[config.mk]
export PLATFORM = sky130hd
export DESIGN_NAME = ppm_pin_mux
export DESIGN_NICKNAME = d
export VERILOG_FILES = /design/src/ppm_pkg.sv /design/src/ppm_sync3.sv /design/src/ppm_wb_slave.sv /design/src/ppm_pin_mux.sv
export VERILOG_INCLUDE_DIRS = /design/src
export SDC_FILE = /design/constraint.sdc
export NUM_CORES = 1
export LEC_CHECK = 0
export BUFFER_PORTS_ARGS = -buffer_cell sky130_fd_sc_hd__buf_2
export CAP_MARGIN = 20
export CORE_MARGIN = 4
export CORE_UTILIZATION = 25
export DETAILED_ROUTE_END_ITERATION = 16
export GPL_ROUTABILITY_DRIVEN = 0
export HOLD_SLACK_MARGIN = 0.15
export PLACE_DENSITY = 0.49
export SYNTH_ARGS = -nofsm -noshare
export SYNTH_HDL_FRONTEND = slang
export SYNTH_SLANG_ARGS = --single-unit
[constraint.sdc]
create_clock -name sys_clk -period 7 [get_ports sys_clk]
set_input_delay 0.7 -clock sys_clk [delete_from_list [all_inputs] [get_ports sys_clk]]
set_output_delay 0.7 -clock sys_clk [all_outputs]
set_load 0.03 [all_outputs]
[src/ppm_consts.svh]
`ifndef PPM_CONSTS_SVH
`define PPM_CONSTS_SVH
// Overview of operation
// The four shared pins of port seven are common lines seven to four while the share select bit is 0 and segment lines sixteen to nineteen while it is 1.
// A port pin drives when its direction bit is 1 and is an input when it is 0.
// Pull-up and open-drain choices are set per pin by software, apart from direction.
// The single pin of port one also offers a Schmitt-trigger input mode.
// Port five is eight bits wide and each pin can be switched alone to segment line zero to seven.
// Port six is eight bits wide and each pin can be switched alone to segment line eight to fifteen.
// Port seven pins are digital inputs only, each switchable alone to a segment or common output.
// Port zero carries the timer zero event input on pin one, the buzzer on pin four and interrupt inputs zero and one on pins six and seven.
// The pin of port one carries either the timer three PWM output or the timer two output.
// Port two pins double as analog inputs zero to five, and the small package has only four.
// Port four is seven bits wide with interrupts two and three on pins one and four, main oscillator on two and three, sub oscillator on five and six and reset on seven.
// Port five pins zero, one and two also carry UART receive, transmit and external clock.
// A pin in segment, common or other alternate output mode drives the alternate signal and ignores its output latch.
// Shared LCD pins leave reset as general-purpose inputs until software selects their LCD function.

// ==========================================================
// register map, byte addresses
`define PPM_PORT_STRIDE   8'h10
`define PPM_OFS_PORT_LAST 8'h6C
`define PPM_OFS_SEG5      8'h80
`define PPM_OFS_SEG6      8'h84
`define PPM_OFS_SEG7      8'h88
`define PPM_OFS_LCD_CTRL  8'h8C
`define PPM_OFS_ALT_CTRL  8'h90
`define PPM_OFS_ANA_SEL   8'h94

// ==========================================================
// field positions
`define PPM_BIT_SHARE     0
`define PPM_BIT_BUZ_EN    0
`define PPM_BIT_P1_ALT    1
`define PPM_BIT_P1_T2     2
`define PPM_BIT_TX_EN     3
`define PPM_BIT_MOSC      4
`define PPM_BIT_SOSC      5
`define PPM_BIT_P1_SCHM   6

// ==========================================================
// reset values
`define PPM_RST_PORT      8'h00
`define PPM_RST_SEG       8'h00
`define PPM_RST_LCD_CTRL  8'h00
`define PPM_RST_ALT_CTRL  8'h30
`define PPM_RST_ANA_SEL   8'h00

// ==========================================================
// implemented pins per port slot
`define PPM_MASK_P0       8'hD2
`define PPM_MASK_P1       8'h01
`define PPM_MASK_P2_BIG   8'h3F
`define PPM_MASK_P2_SMALL 8'h0F
`define PPM_MASK_P4       8'hFE
`define PPM_MASK_P4_DIR   8'h7E
`define PPM_MASK_FULL     8'hFF
`define PPM_MASK_NONE     8'h00
`define PPM_MASK_MOSC     8'h0C
`define PPM_MASK_SOSC     8'h60
`endif

[src/ppm_pkg.sv]
package ppm_pkg;
  typedef logic [7:0] ppm_byte_t;
  typedef logic [2:0] ppm_slot_t;
  typedef enum logic [1:0] {
    FLD_DATA = 2'h0,
    FLD_DIR  = 2'h1,
    FLD_PULL = 2'h2,
    FLD_OD   = 2'h3
  } ppm_field_e;
endpackage : ppm_pkg

[src/ppm_sync3.sv]
`timescale 1ns/10ps
module ppm_sync3 import ppm_pkg::*; #(
  parameter int W = 8
) (
  // clock and reset
  input  wire logic         sys_clk,
  input  wire logic         rstn,
  // asynchronous levels and their filtered copy
  input  wire logic [W-1:0] asyncIn,
  output logic      [W-1:0] syncOut
);
  logic [W-1:0] st1_q;
  logic [W-1:0] st2_q;
  logic [W-1:0] st3_q;
  // a change is taken only once stages two and three agree
  wire  [W-1:0] agree = ~(st2_q ^ st3_q);

  always_ff @(posedge sys_clk) begin
    if (!rstn) begin
      st1_q   <= '0;
      st2_q   <= '0;
      st3_q   <= '0;
      syncOut <= '0;
    end else begin
      st1_q   <= asyncIn;
      st2_q   <= st1_q;
      st3_q   <= st2_q;
      syncOut <= (agree & st3_q) | (~agree & syncOut);
    end
  end
endmodule : ppm_sync3

[src/ppm_wb_slave.sv]
`timescale 1ns/10ps
module ppm_wb_slave import ppm_pkg::*; (
  // clock and reset
  input  wire logic        sys_clk,
  input  wire logic        rstn,
  // wishbone request
  input  wire logic        wb_cyc_i,
  input  wire logic        wb_stb_i,
  input  wire logic        wb_we_i,
  input  wire logic [3:0]  wb_sel_i,
  // wishbone answer
  output logic             wb_ack_o,
  output logic      [31:0] wb_dat_o,
  // register file side
  input  wire ppm_byte_t   rdByte,
  output logic             wrStb
);
  wire req = wb_cyc_i & wb_stb_i;

  // write lands on the edge where the master sees ack
  assign wrStb = req & wb_we_i & wb_sel_i[0] & wb_ack_o;

  always_ff @(posedge sys_clk) begin
    if (!rstn) begin
      wb_ack_o <= 1'b0;
      wb_dat_o <= 32'h0000_0000;
    end else begin
      wb_ack_o <= req & ~wb_ack_o;
      if (req && !wb_ack_o) begin
        wb_dat_o <= {24'h00_0000, rdByte};
      end
    end
  end
endmodule : ppm_wb_slave

[src/ppm_pin_mux.sv]
`timescale 1ns/10ps
`include "ppm_consts.svh"
module ppm_pin_mux import ppm_pkg::*; #(
  parameter bit SMALL_PACKAGE = 1'b0
) (
  // clock and reset
  input  wire logic            sys_clk,
  input  wire logic            rstn,
  // wishbone register bus
  input  wire logic            wb_cyc_i,
  input  wire logic            wb_stb_i,
  input  wire logic            wb_we_i,
  input  wire logic [7:0]      wb_adr_i,
  input  wire logic [31:0]     wb_dat_i,
  input  wire logic [3:0]      wb_sel_i,
  output logic                 wb_ack_o,
  output logic      [31:0]     wb_dat_o,
  // pads, slots 0..6 are ports 0,1,2,4,5,6,7
  input  wire logic [6:0][7:0] padIn,
  output logic      [6:0][7:0] padOut,
  output logic      [6:0][7:0] padOe,
  output logic      [6:0][7:0] padPullUp,
  output logic                 port1SchmittEn,
  output logic      [5:0]      analogInputSelect,
  output logic                 mainOscEnable,
  output logic                 subOscEnable,
  // lcd driver
  input  wire logic [19:0]     lcdSegmentLines,
  input  wire logic [7:0]      lcdCommonLines,
  // peripheral signals towards the pins
  input  wire logic            buzzerOutput,
  input  wire logic            timer3PwmOut,
  input  wire logic            timer2Output,
  input  wire logic            uartTransmitOut,
  // pin levels towards peripherals
  output logic                 timer0EventInput,
  output logic                 extIrqZero,
  output logic                 extIrqOne,
  output logic                 extIrqTwo,
  output logic                 extIrqThree,
  output logic                 uartReceiveIn,
  output logic                 uartClockIn,
  output logic                 resetPinLevel
);
  // ==========================================================
  // pin masks
  function automatic ppm_byte_t pinMask(input ppm_slot_t s);
    unique case (s)
      3'd0:    pinMask = `PPM_MASK_P0;
      3'd1:    pinMask = `PPM_MASK_P1;
      3'd2:    pinMask = SMALL_PACKAGE ? `PPM_MASK_P2_SMALL
                                       : `PPM_MASK_P2_BIG;
      3'd3:    pinMask = `PPM_MASK_P4;
      3'd4:    pinMask = `PPM_MASK_FULL;
      3'd5:    pinMask = `PPM_MASK_FULL;
      3'd6:    pinMask = `PPM_MASK_FULL;
      default: pinMask = `PPM_MASK_NONE;
    endcase
  endfunction : pinMask

  // latch bits software may write; port 7 and the reset pin never drive from the latch
  function automatic ppm_byte_t ctlMask(input ppm_slot_t s);
    unique case (s)
      3'd3:    ctlMask = `PPM_MASK_P4_DIR;
      3'd6:    ctlMask = `PPM_MASK_NONE;
      default: ctlMask = pinMask(s);
    endcase
  endfunction : ctlMask

  // one control register hit, offsets come from the header
  function automatic logic hitAt(input ppm_byte_t a, input ppm_byte_t ofs);
    hitAt = (a == ofs);
  endfunction : hitAt

  // ==========================================================
  // registers
  ppm_byte_t [6:0] data_q;
  ppm_byte_t [6:0] dir_q;
  ppm_byte_t [6:0] pull_q;
  ppm_byte_t [6:0] od_q;
  ppm_byte_t       seg5_q;
  ppm_byte_t       seg6_q;
  ppm_byte_t       seg7_q;
  ppm_byte_t       lcdCtrl_q;
  ppm_byte_t       altCtrl_q;
  ppm_byte_t       anaSel_q;
  logic [6:0][7:0] pinLvl;

  // ==========================================================
  // pad input synchroniser
  // three stages keep a metastable first flop out of the vote
  ppm_sync3 #(
    .W(56)
  ) u_sync (
    .sys_clk (sys_clk),
    .rstn    (rstn),
    .asyncIn (padIn),
    .syncOut (pinLvl)
  );

  // ==========================================================
  // bus decode
  ppm_byte_t  rdByte;
  logic       wrStb;
  wire  ppm_slot_t  slot   = wb_adr_i[6:4];
  wire  ppm_field_e fld    = ppm_field_e'(wb_adr_i[3:2]);
  wire  ppm_byte_t  wByte  = wb_dat_i[7:0];
  wire  ppm_byte_t  wMask  = ctlMask(slot);
  wire  ppm_byte_t  wLatch = wByte & wMask;
  wire  portHit = (wb_adr_i <= `PPM_OFS_PORT_LAST) &&
                  (wb_adr_i[1:0] == 2'h0);
  wire  hitSeg5 = hitAt(wb_adr_i, `PPM_OFS_SEG5);
  wire  hitSeg6 = hitAt(wb_adr_i, `PPM_OFS_SEG6);
  wire  hitSeg7 = hitAt(wb_adr_i, `PPM_OFS_SEG7);
  wire  hitLcd  = hitAt(wb_adr_i, `PPM_OFS_LCD_CTRL);
  wire  hitAlt  = hitAt(wb_adr_i, `PPM_OFS_ALT_CTRL);
  wire  hitAna  = hitAt(wb_adr_i, `PPM_OFS_ANA_SEL);
  wire  wrPort  = wrStb & portHit;

  ppm_wb_slave u_wb (
    .sys_clk  (sys_clk),
    .rstn     (rstn),
    .wb_cyc_i (wb_cyc_i),
    .wb_stb_i (wb_stb_i),
    .wb_we_i  (wb_we_i),
    .wb_sel_i (wb_sel_i),
    .wb_ack_o (wb_ack_o),
    .wb_dat_o (wb_dat_o),
    .rdByte   (rdByte),
    .wrStb    (wrStb)
  );

  // ==========================================================
  // control fields
  wire shareSeg = lcdCtrl_q[`PPM_BIT_SHARE];
  wire buzEn    = altCtrl_q[`PPM_BIT_BUZ_EN];
  wire p1AltEn  = altCtrl_q[`PPM_BIT_P1_ALT];
  wire p1UseT2  = altCtrl_q[`PPM_BIT_P1_T2];
  wire txEn     = altCtrl_q[`PPM_BIT_TX_EN];
  wire moscEn   = altCtrl_q[`PPM_BIT_MOSC];
  wire soscEn   = altCtrl_q[`PPM_BIT_SOSC];
  wire p1Schm   = altCtrl_q[`PPM_BIT_P1_SCHM];
  wire ppm_byte_t anaMask = anaSel_q & pinMask(3'd2);

  // ==========================================================
  // alternate output selection
  logic [6:0][7:0] altEn;
  logic [6:0][7:0] altVal;
  logic [6:0][7:0] offMask;
  wire  [3:0]      p7Low = shareSeg ? lcdSegmentLines[19:16]
                                    : {lcdCommonLines[4],
                                       lcdCommonLines[5],
                                       lcdCommonLines[6],
                                       lcdCommonLines[7]};
  wire  [3:0]      p7High = {lcdCommonLines[0], lcdCommonLines[1],
                             lcdCommonLines[2], lcdCommonLines[3]};
  // a segment select takes the transmit pin away from the uart
  wire  ppm_byte_t txBit  = {6'h00, txEn & ~seg5_q[1], 1'b0};

  assign altEn[0]  = {3'h0, buzEn, 4'h0};
  assign altVal[0] = {3'h0, buzzerOutput, 4'h0};
  assign altEn[1]  = {7'h00, p1AltEn};
  assign altVal[1] = {7'h00, p1UseT2 ? timer2Output
                                     : timer3PwmOut};
  assign altEn[2]  = 8'h00;
  assign altVal[2] = 8'h00;
  assign altEn[3]  = 8'h00;
  assign altVal[3] = 8'h00;
  assign altEn[4]  = seg5_q | txBit;
  assign altVal[4] = (seg5_q & lcdSegmentLines[7:0]) |
                     (txBit & {6'h00, uartTransmitOut, 1'b0});
  assign altEn[5]  = seg6_q;
  assign altVal[5] = lcdSegmentLines[15:8];
  assign altEn[6]  = seg7_q;
  assign altVal[6] = {p7High, p7Low};

  // analog and oscillator pins drop their digital role
  assign offMask[0] = 8'h00;
  assign offMask[1] = 8'h00;
  assign offMask[2] = anaMask;
  assign offMask[3] = (moscEn ? `PPM_MASK_MOSC : 8'h00) |
                      (soscEn ? `PPM_MASK_SOSC : 8'h00);
  assign offMask[4] = 8'h00;
  assign offMask[5] = 8'h00;
  assign offMask[6] = 8'h00;

  // ==========================================================
  // pad drive
  logic [6:0][7:0] gpioM;
  logic [6:0][7:0] drv;
  logic [6:0][7:0] outVal;
  logic [6:0][7:0] oeVal;
  logic [6:0][7:0] pullVal;
  logic [6:0][7:0] rdPin;

  for (genvar s = 0; s < 7; s++) begin : g_slot
    assign gpioM[s]   = pinMask(3'(s)) & ~offMask[s];
    // alternate output beats the latch
    assign drv[s]     = altEn[s] |
                        (dir_q[s] & gpioM[s] & ctlMask(3'(s)));
    assign outVal[s]  = (altEn[s] & altVal[s]) |
                        (~altEn[s] & data_q[s]);
    // open drain only releases gpio highs; lcd lines need push-pull
    assign oeVal[s]   = drv[s] & ~(od_q[s] & ~altEn[s] & outVal[s]);
    assign pullVal[s] = pull_q[s] & gpioM[s] & ~altEn[s];
    assign rdPin[s]   = pinLvl[s] & gpioM[s] & ~altEn[s];
  end

  always_ff @(posedge sys_clk) begin
    if (!rstn) begin
      padOut    <= '0;
      padOe     <= '0;
      padPullUp <= '0;
    end else begin
      padOut    <= outVal & oeVal;
      padOe     <= oeVal;
      padPullUp <= pullVal;
    end
  end

  // ==========================================================
  // pin levels to peripherals; inputs work in any direction
  assign timer0EventInput  = pinLvl[0][1];
  assign extIrqZero        = pinLvl[0][6];
  assign extIrqOne         = pinLvl[0][7];
  assign extIrqTwo         = pinLvl[3][1];
  assign extIrqThree       = pinLvl[3][4];
  assign resetPinLevel     = pinLvl[3][7];
  // receive idles high and clock idles low while the pin serves the lcd
  assign uartReceiveIn     = pinLvl[4][0] | seg5_q[0];
  assign uartClockIn       = pinLvl[4][2] & ~seg5_q[2];
  assign port1SchmittEn    = p1Schm & ~dir_q[1][0];
  assign analogInputSelect = anaMask[5:0];
  assign mainOscEnable     = moscEn;
  assign subOscEnable      = soscEn;

  // ==========================================================
  // read selection, unmapped reads as zero
  // data reads show the pin, so an open-drain wired-and is visible
  wire ppm_byte_t portRd = (fld == FLD_DATA) ? rdPin[slot]  :
                           (fld == FLD_DIR)  ? dir_q[slot]  :
                           (fld == FLD_PULL) ? pull_q[slot] :
                                               od_q[slot];
  assign rdByte = portHit ? portRd    :
                  hitSeg5 ? seg5_q    :
                  hitSeg6 ? seg6_q    :
                  hitSeg7 ? seg7_q    :
                  hitLcd  ? lcdCtrl_q :
                  hitAlt  ? altCtrl_q :
                  hitAna  ? anaSel_q  : 8'h00;

  // ==========================================================
  // port registers
  always_ff @(posedge sys_clk) begin
    if (!rstn) begin
      data_q <= {7{`PPM_RST_PORT}};
      dir_q  <= {7{`PPM_RST_PORT}};
      pull_q <= {7{`PPM_RST_PORT}};
      od_q   <= {7{`PPM_RST_PORT}};
    end else if (wrPort) begin
      unique case (fld)
        FLD_DATA: data_q[slot] <= wLatch;
        FLD_DIR:  dir_q[slot]  <= wLatch;
        FLD_PULL: pull_q[slot] <= wLatch;
        FLD_OD:   od_q[slot]   <= wLatch;
      endcase
    end
  end

  // ==========================================================
  // lcd and alternate control registers
  always_ff @(posedge sys_clk) begin
    if (!rstn) begin
      seg5_q    <= `PPM_RST_SEG;
      seg6_q    <= `PPM_RST_SEG;
      seg7_q    <= `PPM_RST_SEG;
      lcdCtrl_q <= `PPM_RST_LCD_CTRL;
      // oscillators own their pins from reset so the clock can start
      altCtrl_q <= `PPM_RST_ALT_CTRL;
      anaSel_q  <= `PPM_RST_ANA_SEL;
    end else if (wrStb) begin
      if (hitSeg5) begin
        seg5_q <= wByte;
      end
      if (hitSeg6) begin
        seg6_q <= wByte;
      end
      if (hitSeg7) begin
        seg7_q <= wByte;
      end
      if (hitLcd) begin
        lcdCtrl_q <= {7'h00, wByte[`PPM_BIT_SHARE]};
      end
      if (hitAlt) begin
        altCtrl_q <= {1'b0, wByte[6:0]};
      end
      if (hitAna) begin
        anaSel_q <= wByte & pinMask(3'd2);
      end
    end
  end
endmodule : ppm_pin_mux

==> results of run 1 <==
==> registers in the layout (all words and copies together), names as in the netlist, named ones only <==
register       cells
altCtrl_q          7
anaSel_q           6
data_q            33
dir_q             56
lcdCtrl_q          1
od_q              56
padOe             41
padOut            41
padPullUp         42
pull_q            56
seg5_q             8
seg6_q             8
seg7_q             8
u_sync.st1_q      42
u_sync.st2_q      42
u_sync.st3_q      42
u_wb.wb_ack_o      1
u_wb.wb_dat_o      8
==> per-stage QoR <==
step           area (µm²)  hold slack (ns)  std cells  utilization
2_1_floorplan       21800            0.412       2142            -
3_3_place_gp        23600            0.418       3352        0.276
3_5_place_dp        23700            0.420       3354        0.277
4_1_cts             26000            0.253       3470        0.304
5_1_grt             26000            0.272       3471        0.305
6_report            26000            0.287       3476        0.305
==> placed cells by master (no fill, tap or decap), drive strengths merged, types with 4 or more instances in the layout <==
cell	synthesis	final
a211oi	8	8
a21boi	102	102
a21oi	35	35
a221oi	5	5
a311oi	4	4
a31oi	10	10
and2	172	172
and3	12	12
and3b	18	18
buf	97	261
bufinv	0	7
clkbuf	95	82
clkinv	0	11
clkinvlp	0	9
conb	1	68
dfxtp	540	540
diode	0	5
ha	5	5
inv	16	23
mux2i	264	264
mux4	26	26
nand2	143	143
nand2b	17	17
nand3	9	9
nand3b	7	7
nor2	58	58
nor2b	232	232
nor3	4	4
nor3b	10	10
o211ai	5	5
o21a	17	17
o21ai	114	114
o221ai	6	6
o22ai	5	5
==> worst max-delay path: stages (launching register included) <==
cell and delay (ns):
dfxtp_1 0.52, nand3_1 0.26, nor2_1 0.71, nand2_1 0.79, nor2_1 0.67, nand2_1 0.10, a21boi_0 0.18
==> power by group <==
part           switching [W]  total [W]  internal, W
sequential         0.0000137    0.00312      0.00311
combinational       0.000234   0.000335     0.000102
clock                0.00143    0.00363      0.00219
total                0.00168    0.00708      0.00540
==> layout make-up <==
cell class	count	area (µm²)	share of cell area
tap	1144	1430	0.0550
multi-input combinational	1394	9960	0.382
sequential	540	10800	0.415
clock buffer	82	1890	0.0724
timing repair buffer	261	1430	0.0551
clock inverter	34	443	0.0170
inverter	16	60.1	0.00231
antenna	5	12.5	0.000481
==> cells by family (layout without fill, tap and decap cells) <==
group	count (synthesis)	count (layout)	share of synthesized area
muxes	291	291	0.150
DFF	540	540	0.501
AOI/OAI and AO/OA	337	337	0.102
adders and majority gates	5	5	0.00290
other	1	73	0.000174
and+or+nand+nor	693	693	0.194
buffers and inverters	208	393	0.0502
==> per-layer routing <==
metal	global-route usage	part of all wire	vias to the layer above
met1	0.206	0.43	7472
met4	0.0546	0.031	10
met3	0.0469	0.087	138
met2	0.247	0.45	602
li1	-	-	7359
met5	0	0.0010	-
==> path summary, 6_finish.rpt <==
check	startpoint	end	slack (ns)	cells past startpoint
max	u_wb.wb_ack_o	seg5_q[7]	3.64	6
min reg2reg	u_sync.st1_q[6]	u_sync.st2_q[6]	0.43	1
max reg2reg	u_wb.wb_ack_o	seg5_q[7]	3.64	6
min	padIn[39]	u_sync.st1_q[39]	0.29	2
==> results_dict.tcl, run 1 <==
set metrics [dict create \
    io_pins 355 \
    ys_async_sr_fraction 0 \
    initial_core_util 0.253 \
    hold_viol 0 \
    setup_viol 0 \
    antenna_found_initial 14 \
    arrival_ns 3.88 \
    cts_buffers 66 \
    grt_max_degree 213 \
    drv_cap 0 \
    p_total_w 0.00708 \
    hpwlAfterDp_mm 53.2 \
    synth.distinct_cells 66 \
    drc 0 \
    period_share 0.480 \
    fillers 9006 \
    postCtsHoldBufs 0 \
    relSlewSlack 0.294 \
    clock-skew-final_ns 0.0274 \
    cts_sinks 540 \
    postCtsSetupBuffers 0 \
    worstMarginPinSlew_ns 1.06 \
    layout_setup_ws_ns 3.64 \
    grt_overflow 0 \
    grt_usage 0.157 \
    slew_viol_final 0 \
    clk_latency_ns 0.63 \
    grt_pass1_vias 15200 \
    die_y_um 302 \
    viasPerCell 4.48 \
    port_buffers 245 \
    max_freq_mhz 298 \
    status "finished clean" \
    synth.most_common_cell "dfxtp_1" \
    endpoint_kind "register" \
    rsz0062_at_grt "false" \
    die_w_um 302 \
    synth-edff-count 0 \
    post_cts_resized 0 \
    yosysTopAreaCell "dfxtp_1" \
    vdd_drop_max_v 0.000141 \
    clkTransAtPathRegs_ns 0.07 \
    dr_total_vias 15600 \
    place_ws_ns 3.24 \
    area_growth_pct 20.5 \
    startpoint_type "register" \
    cts_tree "yes" \
    synth-seq-area-share 0.501 \
    drt_iter0_markers 1420 \
    synth_flop_cell "dfxtp_1" \
    ys_warn_count 0 \
    clockRootBuffer "clkbuf_16" \
    finalWirelength_mm 73.7 \
    final_nets 2421 \
    crit_required_ns 7.52 \
    placement_rows 107 \
    synthCells 2075 \
    netlist_top_cells_count "540 x dfxtp_1, 264 x mux2i_1, 232 x nor2b_1" \
    cellPowerDensity_nw_per_um2 272 \
    crit_type "reg -> reg" \
    drive_gt1_frac 0.190 \
    synth-seq-cells 540 \
    hold_path.class "in -> reg" \
    core_um2 85400 \
    htree_levels 3 \
    min_period_ns 3.36 \
    grt_pass1_wl_mm 106 \
    timing.setup.tns_ns 0 \
    wl_per_cell_um 21.2 \
    ant_nets 0 \
    cts_max_path_buffers 3 \
    dieArea_um2 91200 \
    syn_area_um2 21600 \
    synthTopCellsByArea "dfxtp_1 50%, mux2i_1 12%, nor2b_1 6.7%" \
    cp_max_fo 28 \
    synth_top_area_frac 0.501 \
    synth.avg_cell_area_um2 10.4 \
    drtPass1Iterations 5 \
    p_leak_nw 9.66 \
]
No activity file was read; power rests on OpenSTA's default activity.
==> run 2, diff against run 1 <==
==> constraint.sdc (replaced) <==
create_clock -name sys_clk -period 3.3 [get_ports sys_clk]
set_input_delay 0.33 -clock sys_clk [delete_from_list [all_inputs] [get_ports sys_clk]]
set_output_delay 0.33 -clock sys_clk [all_outputs]
set_load 0.03 [all_outputs]
==> results_dict.tcl, run 2 (same netlist as run 1, synthesis figures left out) <==
set metrics [dict create \
    status "finished clean" \
    cts_buffers 59 \
    viasPerCell 4.42 \
    area_growth_pct 24.5 \
    setup_viol 0 \
    max_stage_delay_ns 0.65 \
    layout_setup_ws_ns 0.877 \
    vdd_drop_max_v 0.000427 \
    hold_viol 0 \
    crit_type "reg -> reg" \
    grt_max_degree 179 \
    drive_gt1_frac 0.189 \
    cts_sinks 540 \
    dp_cells 3392 \
    drtPass1Iterations 6 \
    clockRootBuffer "clkbuf_16" \
    hold_path.class "in -> reg" \
    startpoint_type "register" \
    grt_pass1_wl_mm 107 \
    critPathCapture "dir_q[37]" \
    clkTransAtPathRegs_ns 0.07 \
    antenna_found_initial 10 \
    min_period_ns 2.42 \
    rsz0062_at_grt "false" \
    initial_core_util 0.253 \
    io_pins 355 \
    p_leak_nw 10.1 \
    placement_rows 107 \
    final_cell_mix "540 x dfxtp_1, 264 x mux2i_1, 242 x buf_2, 232 x nor2b_1, 171 x and2_1" \
    cellPowerDensity_nw_per_um2 540 \
    place_ws_ns 0.382 \
    startpoint "u_wb.wb_ack_o" \
    endpoint_kind "register" \
    die_w_um 302 \
    cp.depth 7 \
    largestRegisters "dir_q (56), od_q (56), pull_q (56)" \
    r2r_cells 7 \
    reg2reg_slack_ns 0.88 \
    arrival_ns 2.95 \
    finalWirelength_mm 74.3 \
    dr_total_vias 15900 \
    core_um2 85400 \
    wl_per_cell_um 20.7 \
    drv_cap 0 \
    grt_pass1_vias 15900 \
    path_cells "nand3_1 -> nor2_1 -> buf_4 -> nand3_2 -> nor2_2 -> mux2i_1 -> nor2b_1" \
    drc 0 \
    ant_nets 0 \
    final-instance-count-excl-fill 3589 \
    grt_usage 0.158 \
    cpMaxStageDelayCell "nor2_2" \
    dieArea_um2 91200 \
    p_total_w 0.0145 \
    crit_family "simple AND/OR/NAND/NOR gates" \
    period_share 0.734 \
    die_y_um 302 \
    cts_tree "yes" \
    mostFrequentLayoutCell "dfxtp_1" \
    timing.setup.tns_ns 0 \
    grt_overflow 0 \
    clk_latency_ns 0.65 \
    r2r-start "u_wb.wb_ack_o" \
    max_freq_mhz 413 \
    relSlewSlack 0.336 \
    reg2reg_to "dir_q[37]" \
    cp_num_buf_inv 1 \
    final_util 0.315 \
    htree_levels 2 \
    crit_required_ns 3.83 \
    hpwlAfterDp_mm 54.6 \
    worstMarginPinSlew_ns 0.994 \
    drt_iter0_markers 1335 \
    cp_max_fo 8 \
    cts_max_path_buffers 3 \
    slew_viol_final 0 \
    clock-skew-final_ns 0.0344 \
    final_nets 2533 \
    port_buffers 245 \
]
run 2: where the power goes:
group | total (W) | switching, W | internal (W) | leakage, nW
Sequential | 0.00662 | 0.0000292 | 0.00659 | 4.37
Clock | 0.00710 | 0.00290 | 0.00421 | 1.02
Combinational | 0.000795 | 0.000510 | 0.000285 | 4.68
Total | 0.0145 | 0.00344 | 0.0111 | 10.1
run 2: worst min-delay path by stage:
stage                      from          endpoint  slack (ns)  cells past startpoint
2_1_floorplan  u_sync.st1_q[16]  u_sync.st2_q[16]        0.41                      1
3_3_place_gp    u_sync.st1_q[6]   u_sync.st2_q[6]        0.42                      1
3_5_place_dp   u_sync.st1_q[28]  u_sync.st2_q[28]        0.42                      1
4_1_cts                    rstn         pull_q[0]        0.18                      2
5_1_grt                    rstn         pull_q[1]        0.19                      2
6_report                   rstn        pull_q[14]        0.19                      2
run 2: layout make-up:
class	count	area [µm²]
fill	8830	58500
sequential	540	10800
multi-input combinational	1394	9950
timing repair buffer	380	2500
clock buffer	81	1670
tap	1144	1430
clock inverter	29	447
inverter	16	60.1
antenna	5	12.5
run 2: metrics by stage:
step	hold slack (ns)	instance area, µm²
after floorplan	0.412	21800
after global placement	0.420	23900
after detailed placement	0.421	23900
after CTS	0.177	26900
after global routing	0.191	26900
final	0.189	26900
run 2: timing repair:
action,4_1_cts,5_1_grt
buffers inserted,0,0
gates resized for setup,0,0
hold buffers,82,0
hold endpoints to repair,105,0
run 2: layer usage:
layer | wire, µm | global-route usage
met5 | 37 | 0
met2 | 33700 | 0.256
met4 | 2640 | 0.0602
met1 | 32400 | 0.205
met3 | 5520 | 0.0384
